### config.mk
export PLATFORM = sky130hd
export DESIGN_NAME = intx_msi_request_port
export DESIGN_NICKNAME = d
export VERILOG_FILES = /design/src/intx_msi_pkg.sv /design/src/reg_access_if.sv /design/src/axil_reg_slave.sv /design/src/intx_msi_request_port.sv /design/src/irq_sticky.sv
export SDC_FILE = /design/constraint.sdc
export NUM_CORES = 1
export LEC_CHECK = 0
export BUFFER_PORTS_ARGS = -buffer_cell sky130_fd_sc_hd__buf_4
export CAP_MARGIN = 20
export CORE_ASPECT_RATIO = 1.5
export CORE_MARGIN = 2
export CORE_UTILIZATION = 40
export DETAILED_ROUTE_END_ITERATION = 10
export GPL_ROUTABILITY_DRIVEN = 0
export PLACE_DENSITY = 0.63
export SLEW_MARGIN = 10
export SYNTH_ARGS = -nofsm -noshare
export SYNTH_HDL_FRONTEND = slang
export SYNTH_SLANG_ARGS = --single-unit
### constraint.sdc
create_clock -name core_clk -period 4.9 [get_ports core_clk]
set_clock_uncertainty 0.15 [all_clocks]
set_input_delay 0.49 -clock core_clk [delete_from_list [all_inputs] [get_ports core_clk]]
set_output_delay 0.49 -clock core_clk [all_outputs]
set_load 0.02 [all_outputs]
### src/intx_msi_pkg.sv
// constants shared by the interrupt request port and its register slave
package intx_msi_pkg;

  // register bus
  localparam int unsigned  AXI_AW          = 32;
  localparam int unsigned  AXI_DW          = 32;
  localparam logic [1:0]   RESP_OKAY       = 2'h0;
  localparam logic [1:0]   RESP_SLVERR     = 2'h2;

  // register byte offsets
  localparam logic [31:0]  REG_CTRL        = 32'h0000_0000;
  localparam logic [31:0]  REG_STATUS      = 32'h0000_0004;
  localparam logic [31:0]  REG_IRQ_STATUS  = 32'h0000_0008;
  localparam logic [31:0]  REG_IRQ_MASK    = 32'h0000_000C;
  localparam logic [31:0]  REG_COUNT       = 32'h0000_0010;
  localparam logic [31:0]  REG_LAST        = 32'h0000_0014;
  localparam logic [31:0]  REG_SW_REQ      = 32'h0000_0018;

  // field positions
  localparam int unsigned  CTRL_EN_BIT     = 0;
  localparam int unsigned  STAT_MSI_BIT    = 0;
  localparam int unsigned  STAT_WIDTH_LSB  = 1;
  localparam int unsigned  STAT_BUSY_BIT   = 4;
  localparam int unsigned  IRQ_GRANT_BIT   = 0;
  localparam int unsigned  IRQ_DROP_BIT    = 1;
  localparam int unsigned  LAST_MODE_BIT   = 8;
  localparam int unsigned  CNT_LEG_LSB     = 16;

  // widths
  localparam int unsigned  IRQ_W           = 2;
  localparam int unsigned  VEC_W           = 5;
  localparam int unsigned  VWID_W          = 3;
  localparam int unsigned  PIN_W           = 2;
  localparam int unsigned  CNT_W           = 16;

  // reset values
  localparam logic         CTRL_EN_RST     = 1'h1;
  localparam logic [1:0]   IRQ_MASK_RST    = 2'h0;

  // legacy pin codes: 0 = first pin
  localparam logic [1:0]   INTX_PIN_DEF    = 2'h0;

endpackage : intx_msi_pkg

### src/reg_access_if.sv
// register access carrier between the bus slave and the register file
`timescale 1ns/100ps
`default_nettype none
interface reg_access_if;
  logic        wr_en;
  logic [31:0] wr_addr;
  logic [31:0] wr_data;
  logic [3:0]  wr_strb;
  logic        wr_ok;
  logic        rd_en;
  logic [31:0] rd_addr;
  logic [31:0] rd_data;
  logic        rd_ok;

  modport bus  (output wr_en, wr_addr, wr_data, wr_strb, rd_en, rd_addr,
                input  wr_ok, rd_data, rd_ok);
  modport regs (input  wr_en, wr_addr, wr_data, wr_strb, rd_en, rd_addr,
                output wr_ok, rd_data, rd_ok);
endinterface : reg_access_if
`default_nettype wire

### src/axil_reg_slave.sv
// single-beat axi4-lite slave turning bus traffic into register strobes
`timescale 1ns/100ps
`default_nettype none
module axil_reg_slave
  import intx_msi_pkg::*;
(
  // clock and reset
  input  wire logic        core_clk,
  input  wire logic        rst,
  // write channels
  input  wire logic [31:0] s_axi_ctl_awaddr,
  input  wire logic        s_axi_ctl_awvalid,
  output logic             s_axi_ctl_awready,
  input  wire logic [31:0] s_axi_ctl_wdata,
  input  wire logic [3:0]  s_axi_ctl_wstrb,
  input  wire logic        s_axi_ctl_wvalid,
  output logic             s_axi_ctl_wready,
  output logic [1:0]       s_axi_ctl_bresp,
  output logic             s_axi_ctl_bvalid,
  input  wire logic        s_axi_ctl_bready,
  // read channels
  input  wire logic [31:0] s_axi_ctl_araddr,
  input  wire logic        s_axi_ctl_arvalid,
  output logic             s_axi_ctl_arready,
  output logic [31:0]      s_axi_ctl_rdata,
  output logic [1:0]       s_axi_ctl_rresp,
  output logic             s_axi_ctl_rvalid,
  input  wire logic        s_axi_ctl_rready,
  // register side
  reg_access_if.bus        regs
);
  logic        aw_got_reg, aw_got_next, w_got_reg, w_got_next;
  logic [31:0] awaddr_reg, awaddr_next, wdata_reg, wdata_next;
  logic [3:0]  wstrb_reg, wstrb_next;
  logic        bvalid_reg, bvalid_next, rvalid_reg, rvalid_next;
  logic [1:0]  bresp_reg, bresp_next, rresp_reg, rresp_next;
  logic [31:0] rdata_reg, rdata_next;
  logic        aw_take, w_take, aw_have, w_have;

  // address and data are taken in either order; both are held off while
  // a response is pending, so at most one write is ever in flight
  assign s_axi_ctl_awready = !aw_got_reg && !bvalid_reg;
  assign s_axi_ctl_wready  = !w_got_reg && !bvalid_reg;
  assign s_axi_ctl_arready = !rvalid_reg;
  assign aw_take = s_axi_ctl_awvalid && s_axi_ctl_awready;
  assign w_take  = s_axi_ctl_wvalid && s_axi_ctl_wready;
  assign aw_have = aw_got_reg || aw_take;
  assign w_have  = w_got_reg || w_take;

  assign regs.wr_en   = aw_have && w_have && !bvalid_reg;
  assign regs.wr_addr = aw_got_reg ? awaddr_reg : s_axi_ctl_awaddr;
  assign regs.wr_data = w_got_reg ? wdata_reg : s_axi_ctl_wdata;
  assign regs.wr_strb = w_got_reg ? wstrb_reg : s_axi_ctl_wstrb;
  assign regs.rd_en   = s_axi_ctl_arvalid && s_axi_ctl_arready;
  assign regs.rd_addr = s_axi_ctl_araddr;

  always_comb begin
    aw_got_next = aw_got_reg;
    w_got_next  = w_got_reg;
    awaddr_next = aw_take ? s_axi_ctl_awaddr : awaddr_reg;
    wdata_next  = w_take ? s_axi_ctl_wdata : wdata_reg;
    wstrb_next  = w_take ? s_axi_ctl_wstrb : wstrb_reg;
    bvalid_next = bvalid_reg && !s_axi_ctl_bready;
    bresp_next  = bresp_reg;
    rvalid_next = rvalid_reg && !s_axi_ctl_rready;
    rresp_next  = rresp_reg;
    rdata_next  = rdata_reg;
    if (regs.wr_en) begin
      aw_got_next = 1'b0;
      w_got_next  = 1'b0;
      bvalid_next = 1'b1;
      bresp_next  = regs.wr_ok ? RESP_OKAY : RESP_SLVERR;
    end else begin
      aw_got_next = aw_have;
      w_got_next  = w_have;
    end
    if (regs.rd_en) begin
      rvalid_next = 1'b1;
      rdata_next  = regs.rd_ok ? regs.rd_data : 32'h0000_0000;
      rresp_next  = regs.rd_ok ? RESP_OKAY : RESP_SLVERR;
    end
  end

  always_ff @(posedge core_clk) begin
    if (rst) begin
      aw_got_reg <= 1'b0;
      w_got_reg  <= 1'b0;
      awaddr_reg <= 32'h0000_0000;
      wdata_reg  <= 32'h0000_0000;
      wstrb_reg  <= 4'h0;
      bvalid_reg <= 1'b0;
      bresp_reg  <= RESP_OKAY;
      rvalid_reg <= 1'b0;
      rresp_reg  <= RESP_OKAY;
      rdata_reg  <= 32'h0000_0000;
    end else begin
      aw_got_reg <= aw_got_next;
      w_got_reg  <= w_got_next;
      awaddr_reg <= awaddr_next;
      wdata_reg  <= wdata_next;
      wstrb_reg  <= wstrb_next;
      bvalid_reg <= bvalid_next;
      bresp_reg  <= bresp_next;
      rvalid_reg <= rvalid_next;
      rresp_reg  <= rresp_next;
      rdata_reg  <= rdata_next;
    end
  end

  assign s_axi_ctl_bvalid = bvalid_reg;
  assign s_axi_ctl_bresp  = bresp_reg;
  assign s_axi_ctl_rvalid = rvalid_reg;
  assign s_axi_ctl_rresp  = rresp_reg;
  assign s_axi_ctl_rdata  = rdata_reg;

endmodule : axil_reg_slave
`default_nettype wire

### src/intx_msi_request_port.sv
// interrupt request port: legacy or message interrupt toward the link core
`timescale 1ns/100ps
`default_nettype none
module intx_msi_request_port
  import intx_msi_pkg::*;
#(
  parameter logic [PIN_W-1:0] INTX_PIN = INTX_PIN_DEF
) (
  // clock and reset
  input  wire logic              core_clk,
  input  wire logic              rst,
  // axi4-lite write channels
  input  wire logic [31:0]       s_axi_ctl_awaddr,
  input  wire logic              s_axi_ctl_awvalid,
  output logic                   s_axi_ctl_awready,
  input  wire logic [31:0]       s_axi_ctl_wdata,
  input  wire logic [3:0]        s_axi_ctl_wstrb,
  input  wire logic              s_axi_ctl_wvalid,
  output logic                   s_axi_ctl_wready,
  output logic [1:0]             s_axi_ctl_bresp,
  output logic                   s_axi_ctl_bvalid,
  input  wire logic              s_axi_ctl_bready,
  // axi4-lite read channels
  input  wire logic [31:0]       s_axi_ctl_araddr,
  input  wire logic              s_axi_ctl_arvalid,
  output logic                   s_axi_ctl_arready,
  output logic [31:0]            s_axi_ctl_rdata,
  output logic [1:0]             s_axi_ctl_rresp,
  output logic                   s_axi_ctl_rvalid,
  input  wire logic              s_axi_ctl_rready,
  // user request port
  input  wire logic              intx_msi_request,
  input  wire logic [VEC_W-1:0]  msi_vector_num,
  output logic                   intx_msi_grant,
  output logic                   msi_enable,
  output logic [VWID_W-1:0]      msi_vector_width,
  // link core side
  input  wire logic              core_msi_enabled,
  input  wire logic [VWID_W-1:0] core_msi_vec_alloc,
  output logic                   core_int_valid,
  output logic                   core_int_is_msi,
  output logic [VEC_W-1:0]       core_int_vector,
  output logic [PIN_W-1:0]       core_int_pin,
  input  wire logic              core_int_accept,
  // software interrupt
  output logic                   irq
);

  typedef enum logic [0:0] {ST_IDLE, ST_WAIT} send_state_t;

  reg_access_if regs ();

  send_state_t             state_reg, state_next;
  logic                    ctrl_en_reg, ctrl_en_next;
  logic                    msi_en_reg, msi_en_next;
  logic [VWID_W-1:0]       vwid_reg, vwid_next;
  logic                    mode_msi_reg, mode_msi_next;
  logic [VEC_W-1:0]        vec_reg, vec_next;
  logic                    grant_reg, grant_next;
  logic                    sw_req_reg, sw_req_next;
  logic [VEC_W-1:0]        sw_vec_reg, sw_vec_next;
  logic [CNT_W-1:0]        msi_cnt_reg, msi_cnt_next;
  logic [CNT_W-1:0]        leg_cnt_reg, leg_cnt_next;

  logic                    req_any;
  logic [VEC_W-1:0]        req_vec;
  logic [VEC_W-1:0]        vec_mask;
  logic                    start;
  logic                    accepted;
  logic                    dropped;
  logic [IRQ_W-1:0]        irq_set;
  logic [IRQ_W-1:0]        irq_status;
  logic [IRQ_W-1:0]        irq_mask;
  logic                    wr_ctrl;
  logic                    wr_mask;
  logic                    wr_sw;
  logic                    rd_irq_status;

  // ---- register bus ----
  axil_reg_slave u_slave (
    .core_clk          (core_clk),
    .rst               (rst),
    .s_axi_ctl_awaddr  (s_axi_ctl_awaddr),
    .s_axi_ctl_awvalid (s_axi_ctl_awvalid),
    .s_axi_ctl_awready (s_axi_ctl_awready),
    .s_axi_ctl_wdata   (s_axi_ctl_wdata),
    .s_axi_ctl_wstrb   (s_axi_ctl_wstrb),
    .s_axi_ctl_wvalid  (s_axi_ctl_wvalid),
    .s_axi_ctl_wready  (s_axi_ctl_wready),
    .s_axi_ctl_bresp   (s_axi_ctl_bresp),
    .s_axi_ctl_bvalid  (s_axi_ctl_bvalid),
    .s_axi_ctl_bready  (s_axi_ctl_bready),
    .s_axi_ctl_araddr  (s_axi_ctl_araddr),
    .s_axi_ctl_arvalid (s_axi_ctl_arvalid),
    .s_axi_ctl_arready (s_axi_ctl_arready),
    .s_axi_ctl_rdata   (s_axi_ctl_rdata),
    .s_axi_ctl_rresp   (s_axi_ctl_rresp),
    .s_axi_ctl_rvalid  (s_axi_ctl_rvalid),
    .s_axi_ctl_rready  (s_axi_ctl_rready),
    .regs              (regs.bus)
  );

  // write decode; only byte lane 0 carries fields, so it alone gates writes
  assign wr_ctrl = regs.wr_en && (regs.wr_addr == REG_CTRL) && regs.wr_strb[0];
  assign wr_mask = regs.wr_en && (regs.wr_addr == REG_IRQ_MASK) && regs.wr_strb[0];
  assign wr_sw   = regs.wr_en && (regs.wr_addr == REG_SW_REQ) && regs.wr_strb[0];
  assign rd_irq_status = regs.rd_en && (regs.rd_addr == REG_IRQ_STATUS);

  // read-only registers answer a write with slverr
  always_comb begin
    regs.wr_ok = 1'b0;
    case (regs.wr_addr)
      REG_CTRL:     regs.wr_ok = 1'b1;
      REG_IRQ_MASK: regs.wr_ok = 1'b1;
      REG_SW_REQ:   regs.wr_ok = 1'b1;
      default:      regs.wr_ok = 1'b0;
    endcase
  end

  always_comb begin
    regs.rd_data = 32'h0000_0000;
    regs.rd_ok   = 1'b1;
    case (regs.rd_addr)
      REG_CTRL: begin
        regs.rd_data[CTRL_EN_BIT] = ctrl_en_reg;
      end
      REG_STATUS: begin
        regs.rd_data[STAT_MSI_BIT] = msi_en_reg;
        regs.rd_data[STAT_WIDTH_LSB +: VWID_W] = vwid_reg;
        regs.rd_data[STAT_BUSY_BIT] = (state_reg == ST_WAIT);
      end
      REG_IRQ_STATUS: begin
        regs.rd_data[IRQ_W-1:0] = irq_status;
      end
      REG_IRQ_MASK: begin
        regs.rd_data[IRQ_W-1:0] = irq_mask;
      end
      REG_COUNT: begin
        regs.rd_data[CNT_W-1:0] = msi_cnt_reg;
        regs.rd_data[CNT_LEG_LSB +: CNT_W] = leg_cnt_reg;
      end
      REG_LAST: begin
        regs.rd_data[VEC_W-1:0] = vec_reg;
        regs.rd_data[LAST_MODE_BIT] = mode_msi_reg;
      end
      REG_SW_REQ: begin
        regs.rd_data[VEC_W-1:0] = sw_vec_reg;
      end
      default: begin
        regs.rd_ok = 1'b0;
      end
    endcase
  end

  // ---- sticky events and interrupt ----
  always_comb begin
    // only the engine's two events feed the sticky status
    irq_set = '0;
    irq_set[IRQ_GRANT_BIT] = accepted;
    irq_set[IRQ_DROP_BIT]  = dropped;
  end

  irq_sticky u_irq (
    .core_clk   (core_clk),
    .rst        (rst),
    .event_set  (irq_set),
    .status_rd  (rd_irq_status),
    .mask_wr    (wr_mask),
    .mask_wdata (regs.wr_data[IRQ_W-1:0]),
    .status     (irq_status),
    .mask       (irq_mask),
    .irq        (irq)
  );

  // ---- request engine ----
  // the user pulse wins over a software request in the same cycle; the
  // loser is counted as dropped rather than queued, which keeps one
  // interrupt in flight and matches the one-outstanding user contract
  assign req_any = intx_msi_request || sw_req_reg;
  assign req_vec = intx_msi_request ? msi_vector_num : sw_vec_reg;

  // a vector outside the allocated range folds into it, as the host
  // only decodes the low bits it granted
  assign vec_mask = VEC_W'((32'h1 << vwid_reg) - 32'h1);

  assign start    = req_any && ctrl_en_reg && (state_reg == ST_IDLE);
  assign accepted = (state_reg == ST_WAIT) && core_int_accept;
  // requests arriving while busy or disabled are not stored
  assign dropped  = (req_any && !start) || (intx_msi_request && sw_req_reg);

  always_comb begin
    state_next    = state_reg;
    mode_msi_next = mode_msi_reg;
    vec_next      = vec_reg;
    grant_next    = 1'b0;
    case (state_reg)
      ST_IDLE: begin
        if (start) begin
          state_next    = ST_WAIT;
          // mode is frozen at the take, so an enable change cannot split it
          mode_msi_next = msi_en_reg;
          vec_next      = msi_en_reg ? (req_vec & vec_mask) : '0;
        end
      end
      ST_WAIT: begin
        if (core_int_accept) begin
          state_next = ST_IDLE;
          grant_next = 1'b1;
        end
      end
      default: begin
        state_next = ST_IDLE;
      end
    endcase
  end

  // ---- grant counters ----
  // counters wrap silently; software reads them as a running tally
  always_comb begin
    msi_cnt_next = msi_cnt_reg;
    leg_cnt_next = leg_cnt_reg;
    if (accepted) begin
      if (mode_msi_reg) begin
        msi_cnt_next = msi_cnt_reg + CNT_W'(1);
      end else begin
        leg_cnt_next = leg_cnt_reg + CNT_W'(1);
      end
    end
  end

  // ---- software controls and link status ----
  always_comb begin
    ctrl_en_next = wr_ctrl ? regs.wr_data[CTRL_EN_BIT] : ctrl_en_reg;
    sw_req_next  = wr_sw;
    sw_vec_next  = wr_sw ? regs.wr_data[VEC_W-1:0] : sw_vec_reg;
    // link status comes from logic on this clock, so one flop suffices
    msi_en_next  = core_msi_enabled;
    vwid_next    = core_msi_vec_alloc;
  end

  always_ff @(posedge core_clk) begin
    if (rst) begin
      state_reg    <= ST_IDLE;
      mode_msi_reg <= 1'b0;
      vec_reg      <= '0;
      grant_reg    <= 1'b0;
    end else begin
      state_reg    <= state_next;
      mode_msi_reg <= mode_msi_next;
      vec_reg      <= vec_next;
      grant_reg    <= grant_next;
    end
  end

  always_ff @(posedge core_clk) begin
    if (rst) begin
      msi_cnt_reg  <= '0;
      leg_cnt_reg  <= '0;
    end else begin
      msi_cnt_reg  <= msi_cnt_next;
      leg_cnt_reg  <= leg_cnt_next;
    end
  end

  always_ff @(posedge core_clk) begin
    if (rst) begin
      ctrl_en_reg  <= CTRL_EN_RST;
      sw_req_reg   <= 1'b0;
      sw_vec_reg   <= '0;
      msi_en_reg   <= 1'b0;
      vwid_reg     <= '0;
    end else begin
      ctrl_en_reg  <= ctrl_en_next;
      sw_req_reg   <= sw_req_next;
      sw_vec_reg   <= sw_vec_next;
      msi_en_reg   <= msi_en_next;
      vwid_reg     <= vwid_next;
    end
  end

  // ---- outputs ----
  assign intx_msi_grant   = grant_reg;
  assign msi_enable       = msi_en_reg;
  assign msi_vector_width = vwid_reg;
  // valid comes straight from the state flop, so it cannot glitch
  assign core_int_valid   = (state_reg == ST_WAIT);
  assign core_int_is_msi  = mode_msi_reg;
  assign core_int_vector  = vec_reg;
  // legacy requests name the build-time pin; it stays static
  assign core_int_pin     = INTX_PIN;

endmodule : intx_msi_request_port
`default_nettype wire

### src/irq_sticky.sv
// sticky event status with mask and one level interrupt
`timescale 1ns/100ps
`default_nettype none
module irq_sticky
  import intx_msi_pkg::*;
(
  // clock and reset
  input  wire logic             core_clk,
  input  wire logic             rst,
  // events and software access
  input  wire logic [IRQ_W-1:0] event_set,
  input  wire logic             status_rd,
  input  wire logic             mask_wr,
  input  wire logic [IRQ_W-1:0] mask_wdata,
  // state
  output logic [IRQ_W-1:0]      status,
  output logic [IRQ_W-1:0]      mask,
  output logic                  irq
);
  logic [IRQ_W-1:0] status_reg, status_next, mask_reg, mask_next;
  logic             irq_reg, irq_next;

  always_comb begin
    // a set in the same cycle as the clearing read survives the read
    status_next = (status_reg & {IRQ_W{!status_rd}}) | event_set;
    mask_next   = mask_wr ? mask_wdata : mask_reg;
    irq_next    = |(status_next & mask_next);
  end

  always_ff @(posedge core_clk) begin
    if (rst) begin
      status_reg <= '0;
      mask_reg   <= IRQ_MASK_RST;
      irq_reg    <= 1'b0;
    end else begin
      status_reg <= status_next;
      mask_reg   <= mask_next;
      irq_reg    <= irq_next;
    end
  end

  assign status = status_reg;
  assign mask   = mask_reg;
  assign irq    = irq_reg;

endmodule : irq_sticky
`default_nettype wire

==> run metrics <==
final hold vios=0; leading post-synthesis cells by instance count=132 x dfxtp_1, 92 x nand2_1, 85 x nor2_1; peak supply drop=0.0002268 V; Area Overhead vs Synth=29.15%; largest net degree at the start of global routing=95; die area=approximately 15000 µm²; Hold WC Path Type=input pin to flop; Synth Flop Type=dfxtp_1; status=finished clean; vias in the first global route=4838; vias per cell=around 5.1; DP Area=between 6000 and 7000 µm²; Max Cap Viol=0; upper clock frequency limit=about 370 MHz; Setup TNS Final=0 ns; effective utilization at floorplan=around two fifths; worst path cell trace=nor4b_1 > nand4_1 > nor4_2 > o2111ai_1 > mux2i_1 > nor2_1; HPWL after DPL=roughly 11000 µm; Setup Viol. Count Final=0; DRT iter0 DRCs=230; DR WL/cell=roughly 15 µm; # resized after CTS=0; GRT Residual Overflow=0; CTS Buf Count=17; Pre-Repair DR Iteration Count=6; minimum clock period=around 2.7 ns; Hold-fix buffers, CTS=0; die span in x=around 100 µm; antenna cells=0; final net count=around 900; Synth Warn #=0; Worst Path Arrival=around 2.8 ns; Rel. slew slack=28.33%; Final Cycle Share=around 56%; Ports=between 150 and 200; Worst setup SP type=flop; Root Buffer Master=clkbuf_16; Post-Layout Cell Count=approximately 1000; Post-CTS Setup Bufs=0; Post-synth EDFFs=0; setup slack, reg-to-reg=2.17 ns; Pins Over Slew Limit=0; pwr dens=~340 nW/µm²; Worst-Skew Late Latency=a little over 0.4 ns; Antenna Nets Post-Route=0; Worst Path Required=around 5.0 ns; Yosys reg bits=around 130; DP Worst Slack=about 2.1 ns; Syn Std Cell Area=between 5000 and 6000 µm²; Worst-Margin Slew=between 1 and 1.5 ns; IO Port Bufs=~140; vias after detailed routing=4992; CTS tree=built; # rows=53; asr flop ratio synth=0%; delay-heaviest family, CP=simple AND/OR/NAND/NOR gates; Design Area, Final=~7500 µm²; crit-path max cell delay=0.71 ns; leakage=roughly 3.0 nW; Worst path slowest cell=dfxtp_1; worst setup margin=2.171 ns; unrepaired setup endpoints after global routing=false; top cells by area, synth=dfxtp_1 46%, nand2_1 6.0%, nor2_1 5.5%; Netlist cell types=51; total power=2.560 mW; synthesized area per cell=between 8 and 9 µm²; area share of the largest cell type after synthesis=a little under half; final core occ=a little over half; DRC violations left=0; clk sink count=roughly 130; CTS clk-pin slew, worst paths=about 0.06 ns; Crit Path Category=flop to flop; hold slack=between 0.1 and 0.15 ns; Die Ht=between 150 and 200 µm; Cells after Synth=~650; first-pass GRT wire length=23120 µm; layout cells sized above 1=a little under a third; clock buffer depth=2; H-tree level count=4; placed insts=about 940; sequential fraction of the synthesis area=about 46%; initial antenna violation count=0; dominant cell type by area after synthesis=dfxtp_1; top-count cell post-synth=dfxtp_1; Max FO, Critical Path=16; worst path buffer plus inverter count=0; GRT Total Usage=a little under a fifth; final WL=about 15000 µm; core area=approximately 14000 µm²; crit path capture type=flop
## path summary, 6_finish.rpt
path | start | to | depth (start not counted)
worst min-delay path | s_axi_ctl_rready | u_slave.s_axi_ctl_rvalid | 2
worst max register to register | u_slave.aw_got_reg | sw_vec_reg[3] | 6
worst min register to register | u_slave.awaddr_reg[24] | u_slave.awaddr_reg[24] | 2
worst max-delay path | u_slave.aw_got_reg | sw_vec_reg[3] | 6
## final cells by class
type	instances	area [µm²]
timing repair buffer	143	1094
sequential	132	2643
clock inverter	12	97.59
inverter	3	11.26
clock buffer	20	446.7
tap	192	240.2
multi-input combinational	474	2945
fill	1317	6581
## routing by layer
metal	vias up	global-route usage, %	part of all wire, %
met5	-	0	0
met4	0	7.600	1.7
met3	18	6.184	5.8
met2	133	33.45	53
met1	2342	21.32	40
li1	2499	-	-
## cells by family (layout without fill, tap and decap cells)
family	after synthesis	in the layout	share of synthesized area (%)
XOR/XNOR	32	32	4.841
buffers and inverters	44	178	3.674
flip-flops	132	132	45.65
AND/OR/NAND/NOR	294	294	24.44
other	1	4	0.06477
AO/OA/AOI/OAI	99	99	12.86
multiplexers	41	41	7.651
adder cells (fa/ha/maj)	4	4	0.8213
## cells in the final DEF, fill, tap and decap left out, types with 9 or more instances in the layout
cell type and count:
buf_4 142, dfxtp_1 132, a21oi_1 44, xnor2_1 9, nor3_1 18, nor2b_1 10
nor4_1 15, nor2_2 20, mux2i_1 24, clkbuf_16 17, nand4_1 11, nor2_1 85
xor2_1 23, a22oi_2 20, mux2_2 16, nand2_1 92, nand3_1 14
## power breakdown
group          total, mW  switching (mW)  leakage [nW]  internal (mW)
registers           1.14          0.0316          1.07           1.11
logic              0.274           0.149          1.63          0.125
clock network       1.15           0.478         0.258          0.667
total               2.56           0.659          2.96           1.90
(Power assumes the default switching activity.)
